[config.mk]
export PLATFORM = sky130hd
export DESIGN_NAME = ebc_port
export DESIGN_NICKNAME = d
export VERILOG_FILES = /design/src/ebc_pkg.sv /design/src/ebc_port.sv /design/src/ebc_decode.sv /design/src/ebc_slave_addr.sv
export SDC_FILE = /design/constraint.sdc
export NUM_CORES = 1
export LEC_CHECK = 0
export ABC_CLOCK_PERIOD_IN_PS = 8000
export BUFFER_PORTS_ARGS = -buffer_cell sky130_fd_sc_hd__buf_2
export CORE_AREA = 10 10 209 211
export CTS_CLUSTER_DIAMETER = 200
export CTS_CLUSTER_SIZE = 40
export DETAILED_ROUTE_END_ITERATION = 6
export DIE_AREA = 0 0 219 221
export PLACE_DENSITY = 0.66
export SLEW_MARGIN = 20
export SYNTH_ARGS = -nofsm -noshare
export SYNTH_HDL_FRONTEND = slang
export SYNTH_HIERARCHICAL = 1
export SYNTH_SLANG_ARGS = --single-unit
[constraint.sdc]
create_clock -name ref_clk -period 8 [get_ports ref_clk]
set_input_delay 0.8 -clock ref_clk [delete_from_list [all_inputs] [get_ports ref_clk]]
set_output_delay 0.8 -clock ref_clk [all_outputs]
set_load 0.05 [all_outputs]
[src/ebc_pkg.sv]
package ebc_pkg;
   localparam int ADDR_W = 32;
   localparam int DATA_W = 64;
   localparam int WORD_W = 32;
   localparam int BANK_HI = 31;
   localparam int BANK_LO = 27;
   localparam logic [4:0] BANK0_CODE = 5'h06;   // 0b00110
   localparam logic [4:0] BANK1_CODE = 5'h07;   // 0b00111
   localparam int HOST_BIT = 31;
   localparam int BOOT_HI = 31;
   localparam int BOOT_LO = 27;
   localparam logic [4:0] BOOT_CODE = 5'h01;    // boot window, arbitrary placement
   localparam logic [1:0] SEL_IDLE = 2'h3;
   localparam logic [ADDR_W-1:0] ADDR_ZERO = 32'h0000_0000;
   localparam logic [DATA_W-1:0] DATA_ZERO = 64'h0000_0000_0000_0000;

   typedef enum logic [1:0] {EBC_OP_READ, EBC_OP_WRITE} ebc_op_e;

   // one master access request from the core side
   typedef struct packed {
      ebc_op_e             op;
      logic [ADDR_W-1:0]   addr;
      logic [DATA_W-1:0]   data;
      logic                long_word;   // 64-bit write
      logic                zone32;      // target zone is a 32-bit bus
      logic                sdram;       // target is sdram: no read strobe
      logic                burst;
   } ebc_req_s;

   // decoded selects for the bus
   typedef struct packed {
      logic       boot_n;
      logic [1:0] bank_n;
      logic       host_n;
   } ebc_sel_s;
endpackage

[src/ebc_port.sv]
`timescale 1ns/10ps
// Functional notes
// - master drives 32-bit address for external, peripheral and peer accesses.
// - as slave, address bus is an input and goes to the target address without any decode.
// - 64-bit data bus, two-way, released when not driving.
// - master asserts read strobe for reads, never for sdram reads.
// - external read strobe reads internal memory or registers.
// - strobes and selects change in the same cycle as address.
// - low write strobe for even words, long words and 32-bit zones.
// - high write strobe for long words and odd words on 64-bit bus.
// - as slave, low and high write strobes mark lane writes.
// - as target, device drops acknowledge until it can complete.
// - boot select is boot chip select; sampled as strap on the first clock after internal reset releases.
// - bank selects decode address bits 31:27 as 00110 and 00111.
// - host space select asserted when address bit 31 is one.
// - current master asserts burst for consecutive addresses.
// - host burst accesses auto-increment internal target address.
// - only the bus master drives strobes and select outputs.
module ebc_port (
   input  wire logic                        ref_clk,
   input  wire logic                        arst_n,
   input  wire logic                        bus_master,
   // core-side master requests
   input  wire logic                        req_valid,
   output logic                             req_ready,
   input  wire ebc_pkg::ebc_req_s           req,
   output logic                             rsp_valid,
   output logic      [ebc_pkg::DATA_W-1:0]  rsp_data,
   // internal memory side for slave accesses
   output logic                             mem_rd,
   output logic                             mem_wr,
   output logic      [1:0]                  mem_lane_we,
   output logic      [ebc_pkg::ADDR_W-1:0]  mem_addr,
   output logic      [ebc_pkg::DATA_W-1:0]  mem_wdata,
   input  wire logic [ebc_pkg::DATA_W-1:0]  mem_rdata,
   input  wire logic                        mem_ready,
   output logic                             eprom_boot_strap,
   // address bus
   input  wire logic [ebc_pkg::ADDR_W-1:0]  address_bus_i,
   output logic      [ebc_pkg::ADDR_W-1:0]  address_bus_o,
   output logic                             address_bus_oe,
   // data bus
   input  wire logic [ebc_pkg::DATA_W-1:0]  data_bus_i,
   output logic      [ebc_pkg::DATA_W-1:0]  data_bus_o,
   output logic                             data_bus_oe,
   // strobes
   input  wire logic                        read_n_i,
   output logic                             read_n_o,
   output logic                             read_n_oe,
   input  wire logic                        write_low_word_n_i,
   output logic                             write_low_word_n_o,
   output logic                             write_low_word_n_oe,
   input  wire logic                        write_high_word_n_i,
   output logic                             write_high_word_n_o,
   output logic                             write_high_word_n_oe,
   // acknowledge, open drain
   input  wire logic                        ack_i,
   output logic                             ack_o,
   output logic                             ack_oe,
   // selects
   input  wire logic                        boot_memory_select_n_i,
   output logic                             boot_memory_select_n_o,
   output logic                             boot_memory_select_n_oe,
   output logic      [1:0]                  bank_select_n_o,
   output logic                             bank_select_n_oe,
   output logic                             host_space_select_n_o,
   output logic                             host_space_select_n_oe,
   // burst
   input  wire logic                        burst_flag_i,
   output logic                             burst_flag_o,
   output logic                             burst_flag_oe
);
   typedef enum logic [1:0] {EBC_IDLE, EBC_ACCESS} ebc_m_state_e;
   typedef enum logic [1:0] {EBC_S_IDLE, EBC_S_WAIT} ebc_s_state_e;

   logic                        rst_meta_reg;
   logic                        rst_n;
   ebc_m_state_e                m_state_reg;
   ebc_s_state_e                s_state_reg;
   ebc_pkg::ebc_req_s           cur_reg;
   logic                        strap_seen_reg;
   logic                        slave_rd;
   logic                        slave_wr;
   logic                        slave_hit;
   logic                        s_start;
   logic [ebc_pkg::ADDR_W-1:0]  s_addr;
   ebc_pkg::ebc_sel_s           sel;
   logic                        m_drive;
   logic                        s_rd_reg;
   logic [1:0]                  s_lane_reg;
   logic [ebc_pkg::DATA_W-1:0]  s_rdata_reg;
   logic                        s_rdata_oe_reg;
   logic                        s_burst_run_reg;

   // reset release through two flops; asserted asynchronously
   always_ff @(posedge ref_clk or negedge arst_n) begin
      if (!arst_n) begin
         rst_meta_reg <= 1'b0;
         rst_n        <= 1'b0;
      end else begin
         rst_meta_reg <= 1'b1;
         rst_n        <= rst_meta_reg;
      end
   end

   // strap caught on the first clock after internal reset releases
   always_ff @(posedge ref_clk) begin
      if (!rst_n) begin
         strap_seen_reg   <= 1'b0;
         eprom_boot_strap <= 1'b0;
      end else if (!strap_seen_reg) begin
         strap_seen_reg   <= 1'b1;
         eprom_boot_strap <= boot_memory_select_n_i;
      end
   end

   // ---- master side ----
   assign req_ready = bus_master && (m_state_reg == EBC_IDLE);
   // only the owner drives; the pins float otherwise
   assign m_drive   = bus_master && (m_state_reg == EBC_ACCESS);

   // master access: hold everything until acknowledge is seen high
   always_ff @(posedge ref_clk or negedge rst_n) begin
      if (!rst_n) begin
         m_state_reg <= EBC_IDLE;
      end else begin
         case (m_state_reg)
            EBC_IDLE: begin
               if (req_valid && req_ready) begin
                  m_state_reg <= EBC_ACCESS;
               end
            end
            EBC_ACCESS: begin
               if (ack_i) begin
                  m_state_reg <= EBC_IDLE;
               end
            end
            default: begin
               m_state_reg <= EBC_IDLE;
            end
         endcase
      end
   end

   // latched request; address, strobes and selects all come from it together
   always_ff @(posedge ref_clk or negedge rst_n) begin
      if (!rst_n) begin
         cur_reg <= '0;
      end else if (req_valid && req_ready) begin
         cur_reg <= req;
      end
   end

   // read data captured when the slave acknowledges
   always_ff @(posedge ref_clk or negedge rst_n) begin
      if (!rst_n) begin
         rsp_valid <= 1'b0;
         rsp_data  <= ebc_pkg::DATA_ZERO;
      end else begin
         rsp_valid <= (m_state_reg == EBC_ACCESS) && ack_i;
         if ((m_state_reg == EBC_ACCESS) && ack_i && (cur_reg.op == ebc_pkg::EBC_OP_READ)) begin
            rsp_data <= data_bus_i;
         end
      end
   end

   ebc_decode u_decode (
      .addr (cur_reg.addr),
      .sel  (sel)
   );

   // pin drive from the latched request, so all move in one cycle
   always_comb begin
      address_bus_o  = cur_reg.addr;
      address_bus_oe = m_drive;
      read_n_o = !(cur_reg.op == ebc_pkg::EBC_OP_READ && !cur_reg.sdram);
      write_low_word_n_o = !(cur_reg.op == ebc_pkg::EBC_OP_WRITE &&
         (cur_reg.zone32 || cur_reg.long_word || !cur_reg.addr[0]));
      write_high_word_n_o = !(cur_reg.op == ebc_pkg::EBC_OP_WRITE && !cur_reg.zone32 &&
         (cur_reg.long_word || cur_reg.addr[0]));
      read_n_oe              = m_drive;
      write_low_word_n_oe    = m_drive;
      write_high_word_n_oe   = m_drive;
      boot_memory_select_n_o = sel.boot_n;
      boot_memory_select_n_oe = m_drive;
      bank_select_n_o        = sel.bank_n;
      bank_select_n_oe       = m_drive;
      host_space_select_n_o  = sel.host_n;
      host_space_select_n_oe = m_drive;
      burst_flag_o           = !cur_reg.burst;
      burst_flag_oe          = m_drive;
   end

   // data bus: master write, or slave read return
   always_comb begin
      data_bus_o  = s_rdata_oe_reg ? s_rdata_reg : cur_reg.data;
      data_bus_oe = (m_drive && cur_reg.op == ebc_pkg::EBC_OP_WRITE) || s_rdata_oe_reg;
   end

   // ---- slave side ----
   // strobes from outside are only meaningful while someone else owns the bus
   assign slave_rd  = !bus_master && !read_n_i;
   assign slave_wr  = !bus_master && (!write_low_word_n_i || !write_high_word_n_i);
   assign slave_hit = slave_rd || slave_wr;
   assign s_start   = slave_hit && (s_state_reg == EBC_S_IDLE);

   // a burst run keeps the counter alive across transfers; only its first one loads it
   always_ff @(posedge ref_clk or negedge rst_n) begin
      if (!rst_n) begin
         s_burst_run_reg <= 1'b0;
      end else if (bus_master || burst_flag_i) begin
         s_burst_run_reg <= 1'b0;
      end else if (s_start) begin
         s_burst_run_reg <= 1'b1;
      end
   end

   // burst counter follows the first address and steps on each completion
   ebc_slave_addr u_slave_addr (
      .ref_clk  (ref_clk),
      .rst_n    (rst_n),
      .start    (s_start && !s_burst_run_reg),
      .addr_in  (address_bus_i),
      .step     ((s_state_reg == EBC_S_WAIT) && mem_ready),
      .burst    (!burst_flag_i),
      .addr_out (s_addr)
   );

   // slave holds acknowledge low until internal memory is ready
   always_ff @(posedge ref_clk or negedge rst_n) begin
      if (!rst_n) begin
         s_state_reg <= EBC_S_IDLE;
         s_rd_reg    <= 1'b0;
         s_lane_reg  <= 2'h0;
      end else begin
         case (s_state_reg)
            EBC_S_IDLE: begin
               if (slave_hit) begin
                  s_state_reg <= EBC_S_WAIT;
                  s_rd_reg    <= slave_rd;
                  s_lane_reg  <= {!write_high_word_n_i, !write_low_word_n_i};
               end
            end
            EBC_S_WAIT: begin
               if (mem_ready) begin
                  s_state_reg <= EBC_S_IDLE;
               end
            end
            default: begin
               s_state_reg <= EBC_S_IDLE;
            end
         endcase
      end
   end

   // slave read data held for one cycle after memory answers
   always_ff @(posedge ref_clk or negedge rst_n) begin
      if (!rst_n) begin
         s_rdata_reg    <= ebc_pkg::DATA_ZERO;
         s_rdata_oe_reg <= 1'b0;
      end else begin
         s_rdata_oe_reg <= (s_state_reg == EBC_S_WAIT) && mem_ready && s_rd_reg;
         if ((s_state_reg == EBC_S_WAIT) && mem_ready) begin
            s_rdata_reg <= mem_rdata;
         end
      end
   end

   // acknowledge pulled low (open drain) while the slave waits
   always_comb begin
      ack_o       = 1'b0;
      ack_oe      = (s_state_reg == EBC_S_WAIT) && !mem_ready;
      mem_rd      = (s_state_reg == EBC_S_WAIT) && s_rd_reg;
      mem_wr      = (s_state_reg == EBC_S_WAIT) && !s_rd_reg;
      mem_lane_we = mem_wr ? s_lane_reg : 2'h0;
      mem_addr    = !burst_flag_i ? s_addr : address_bus_i;
      mem_wdata   = data_bus_i;
   end
endmodule

[src/ebc_decode.sv]
`timescale 1ns/10ps
// address-to-select decoder, purely combinational
module ebc_decode (
   input  wire logic [ebc_pkg::ADDR_W-1:0] addr,
   output ebc_pkg::ebc_sel_s               sel
);
   // selects are a pure function of the address so they move with it
   always_comb begin
      sel.bank_n = ebc_pkg::SEL_IDLE;
      sel.bank_n[0] = !(addr[ebc_pkg::BANK_HI:ebc_pkg::BANK_LO] == ebc_pkg::BANK0_CODE);
      sel.bank_n[1] = !(addr[ebc_pkg::BANK_HI:ebc_pkg::BANK_LO] == ebc_pkg::BANK1_CODE);
      sel.host_n = !addr[ebc_pkg::HOST_BIT];
      sel.boot_n = !(addr[ebc_pkg::BOOT_HI:ebc_pkg::BOOT_LO] == ebc_pkg::BOOT_CODE);
   end
endmodule

[src/ebc_slave_addr.sv]
`timescale 1ns/10ps
// slave-side target address counter for burst accesses
module ebc_slave_addr (
   input  wire logic                        ref_clk,
   input  wire logic                        rst_n,
   input  wire logic                        start,
   input  wire logic [ebc_pkg::ADDR_W-1:0]  addr_in,
   input  wire logic                        step,
   input  wire logic                        burst,
   output logic      [ebc_pkg::ADDR_W-1:0]  addr_out
);
   // first transfer uses the bus address, later ones count while burst holds
   always_ff @(posedge ref_clk or negedge rst_n) begin
      if (!rst_n) begin
         addr_out <= ebc_pkg::ADDR_ZERO;
      end else if (start) begin
         addr_out <= addr_in;
      end else if (step && burst) begin
         addr_out <= addr_out + 32'h0000_0001;
      end
   end
endmodule

# ---- Yosys cells after proc, flatten, opt, wreduce, memory -nomap -nowiden
# Cells that the tools add are included.
# Widths: inputs -> output; s select.
dict set report totals {
  regBits 276
  latchBits 0
  mem_bits_rw 0
  romBits 0
  input_bits 273
  out_inout_bits 282
  memories 0
}
dict set report classes {
  addsub 1
  n_mul 0
  div 0
  order_cmp 0
  n_eq_ne 10
  shifts 0
  n_mux 14
  n_bitwise 0
  n_reduce_logical 54
}
# operator n
set op_table {}
lappend op_table {{$mux 32} 3}
lappend op_table {{$mux 64} 1}
lappend op_table {{$add 32x1->32 const B} 1}
lappend op_table {{$logic_and 1x1->1} 20}
lappend op_table {{$logic_not 1->1} 19}
lappend op_table {{$eq 5x3->1 const B} 2}
lappend op_table {{$mux 2} 5}
lappend op_table {{$pmux 2 s2} 2}
lappend op_table {{$logic_or 1x1->1} 7}
lappend op_table {{$eq 2x1->1 const B} 3}
lappend op_table {{$logic_not 2->1} 3}
lappend op_table {{$ne 2x2->1 const B} 3}
lappend op_table {{$reduce_and 2->1} 3}
lappend op_table {{$eq 5x1->1 const B} 1}
lappend op_table {{$reduce_bool 2->1} 2}
lappend op_table {{$mux 1} 3}
lappend op_table {{$ne 2x1->1 const B} 1}

# ---- Longest topological paths before layout
dict set report logic_depth {
  word_depth 7
  depth_mapped 10
  ltp_nobuf 6
}

# ---- By module
# The synthesis kept the hierarchy.
# mod n_inst cells_per_inst area_per_inst_um2 seq_area_each_um2
set modules_own_cells {}
lappend modules_own_cells {ebc_port 1 756 11623.6 6045.8}
lappend modules_own_cells {ebc_slave_addr 1 225 1943.1 800.8}
lappend modules_own_cells {ebc_decode 1 6 33.8 0.0}

# ---- Worst setup path after synthesis
# Ideal clock, no wire load.
dict set report synth_timing {
  path_type {register -> register}
  startpoint {register rst_n}
  endpoint {register strap_seen_reg}
  t_arrival_ns 6.146
  path_slack_ns 1.070
  stages_incl_launch_ff 1
  path_buffers 0
  synth_period_minus_slack_ns 6.930
  path_cell_list {dfrtp_1}
}
dict set report synth_between {
  elab_chain_cells 1
}
# element line_no
set synth_rtl {}
lappend synth_rtl {{from (decl)} ebc_port.sv:77} ;# logic rst_n;
lappend synth_rtl {{from (signal assigned)} ebc_port.sv:102} ;# rst_n <= rst_meta_reg;
lappend synth_rtl {{$mux 1} ebc_port.sv:108} ;# if (!rst_n) begin
lappend synth_rtl {{to (signal assigned)} ebc_port.sv:109} ;# strap_seen_reg <= 1'b0;
lappend synth_rtl {{to (signal assigned)} ebc_port.sv:112} ;# strap_seen_reg <= 1'b1;
lappend synth_rtl {{to (decl)} ebc_port.sv:81} ;# logic strap_seen_reg;
# No other way between the ends.
# A chain may end at the register's enable or synchronous reset.

# ---- Final worst setup path
dict set report layout_timing {
  startpoint {register s_rdata_oe_reg}
  endpoint {output port data_bus_o[45] in the netlist's numbering}
}
dict set report layout_between {
  elab_chain_cells 1
}
# element line_no
set layout_rtl {}
lappend layout_rtl {{from (decl)} ebc_port.sv:92} ;# logic s_rdata_oe_reg;
lappend layout_rtl {{from (signal assigned)} ebc_port.sv:262} ;# s_rdata_oe_reg <= (s_state_reg == EBC_S_WAIT) && mem_ready && s_rd_reg;
lappend layout_rtl {{$mux 64} ebc_port.sv:196} ;# data_bus_o = s_rdata_oe_reg ? s_rdata_reg : cur_reg.data;
lappend layout_rtl {{to (decl)} ebc_port.sv:44} ;# output logic [ebc_pkg::DATA_W-1:0] data_bus_o,
# No other way between the ends.

==> flow_summary.toml <==
[run_status]
status = "finished clean"

[logic_synthesis]
synth_cells = 987
syn_area_per_cell_um2 = 13.8
synth.most_common_cell = "dfrtp_1"
ys_async_sr_fraction = 0.993
synth_fp_nets = 1261
synth_top_area_frac = 0.500
synthFlopType = "dfrtp_1"
ys_seq_area_frac = 0.503
yosys.cell_types.count = 55
synthTopCellsByArea = "dfrtp_1 (50%), mux2_2 (16%), mux2_4 (14%)"
yosys.area.top_type = "dfrtp_1"
ys_ff_latch = 274
synth_edf_count = 0
synth_warnings = 6
synthTopCellsByCount = "dfrtp_1 (272), mux2_2 (199), mux2_4 (129)"
netlist_area_mm2 = 0.0136

[grt]
antenna_found_initial = 8
grt_pass1_vias = 9970
grt_use_total = 0.158
overflow = 0
grt_max_degree = 86
grt_first_pass_wirelength_um = 61100

[clock_tree]
cts_buffers = 10
cts.path.max_buffers = 3
postCtsHoldBufs = 0
clk_latency_ns = 0.51
cts_tree = "yes"
clk_pin_slew_ns = 0.15
postCtsSetupBuffers = 0
htree_levels = 1
cts_num_sinks = 274
cts-root-buf = "clkbuf_16"
cts_resized = 0

[route]
vias = 9211
final_antenna_net_count = 0
vias_per_cell = 4.75
drt_iter0_markers = 369
post_drt_wl_per_cell_um = 20.8
route.detailed.drc = 0
drt-pass1-iter-count = 5
drt-total-wl_um = 40400

[pwr]
p_leak_nw = 7.91
ir_drop_mv = 0.193
power.density_mw_per_mm2 = 334

[floorplanning]
die_h_um = 221
io_pins = 555
die_width_um = 219
core_area_mm2 = 0.0395
rows = 73
start_util = 0.345
dieArea_mm2 = 0.0484

[worst_setup_path]
ff2ff_path_depth = 5
rrSetupSlack_ns = 5.11
worstPathArrival_ns = 2.51
path_class = "reg2out"
critical_path.endpoint_type = "primary output"
r2r-start = "m_state_reg[0]$_DFFE_PN0P_"
crit_required_ns = 7.20
reg2reg_to = "cur_reg[0]$_DFFE_PN0P_"
critPathMaxFanout = 49
cp-start-kind = "register"

[finish]
largest_register_ffs = 70
drive_gt1_frac = 0.648
fin_area_mm2 = 0.0162
area_delta_synth_final_pct = 19.3
fill_cells = 3757
regArea_mm2 = 0.00685
fin_nets = 1683
multiInputGateArea_mm2 = 0.00551

[sta]
hold_viol_final = 0
tightest_slew_ns = 1.03
fin_crit_ns = 3.31
max_slew_margin = 0.313
tns_ns = 0
hold_ws_ns = 0.0445
finalSetupViolations = 0
fin_crit_sh = 0.414
fmax_mhz = 302
rsz0062_at_grt = "false"
clock_skew_ns = 0.0192
drv_slew = 0

[placed_design]
dpl_cell_area_mm2 = 0.0159
hpwl_um = 31700
port_buffers = 553
gp_congestion = 0.835

[job]
max_cap_violations = 0

[hold_path]
worst_hold_path_type = "in2async"
routing by layer:
metal,part of all wire,GRT usage,wire [um]
met1,0.38,0.179,15300
met4,0.013,0.0290,519
met3,0.093,0.0514,3770
met2,0.51,0.284,20700
met5,0.0018,0,71
how the worst max path moves through the flow:
stage,end,startpoint
2_1_floorplan,address_bus_o[0]$_DFFE_PN0P_,rst_n$_DFF_PN0_
5_1_grt,data_bus_o[43],s_rdata_oe_reg$_DFF_PN0_
3_3_place_gp,cur_reg[0]$_DFFE_PN0P_,bus_master
3_5_place_dp,cur_reg[0]$_DFFE_PN0P_,bus_master
4_1_cts,data_bus_o[63],s_rdata_oe_reg$_DFF_PN0_
6_report,data_bus_o[45],s_rdata_oe_reg$_DFF_PN0_
worst max-delay path: stages (launching register included):
cell	delay [ns]
dfrtp_4	0.66
buf_4	0.63
mux2_2	0.42
buf_2	0.22
layout make-up:
class | count | area share
Multi-Input combinational cell | 544 | 0.339
Timing Repair Buffer | 564 | 0.176
Clock inverter | 1 | 0.000540
Clock buffer | 13 | 0.0174
Antenna cell | 3 | 0.000463
Inverter | 15 | 0.00347
Sequential cell | 274 | 0.422
Tap cell | 525 | 0.0405
placed cells by master, fill, tap and decap left out, types with 3 or more instances in the layout:
master,synthesis,routed
nor4_1,3,3
mux2_4,129,129
diode_2,0,3
nand2_1,30,29
buf_4,107,10
mux2_2,199,199
xor2_1,6,6
nor2b_1,4,4
nand3_1,18,18
a211oi_1,3,3
nor2_1,22,21
a31oi_1,14,14
inv_1,15,15
clkbuf_16,0,11
o22ai_1,3,3
o21ai_0,17,17
nand4_1,14,14
or4_1,13,13
or3_1,7,7
nor3_1,6,6
buf_2,14,553
and4_1,5,5
xnor2_1,6,6
dfrtp_1,272,270
o31ai_1,10,10
cell families after synthesis:
logic type | after synthesis | share of synthesized area
fa+ha+maj | 1 | 0.000920
xor+xnor | 12 | 0.00773
compound gates | 61 | 0.0294
flops | 274 | 0.503
buf+inv | 169 | 0.0925
mux | 330 | 0.309
simple gates | 138 | 0.0569
other cells | 2 | 0.000552
report_power, final:
part / internal [mW] / leakage (nW) / switching, mW
clock: 0.256 / 0.142 / 0.423
sequential: 1.80 / 3.22 / 0.278
combinational: 0.870 / 4.55 / 1.80
through the flow:
step	utilization	instances	power (mW)	setup WS, ns
2_1_floorplan	-	987	4.20	3.53
5_1_grt	0.411	1939	5.70	4.54
6_report	0.411	1939	5.43	4.69
3_5_place_dp	0.404	1922	4.80	4.59
4_1_cts	0.411	1936	5.50	4.64
3_3_place_gp	0.404	1922	4.76	4.67
Note: power is estimated with default switching activity, not from simulation.
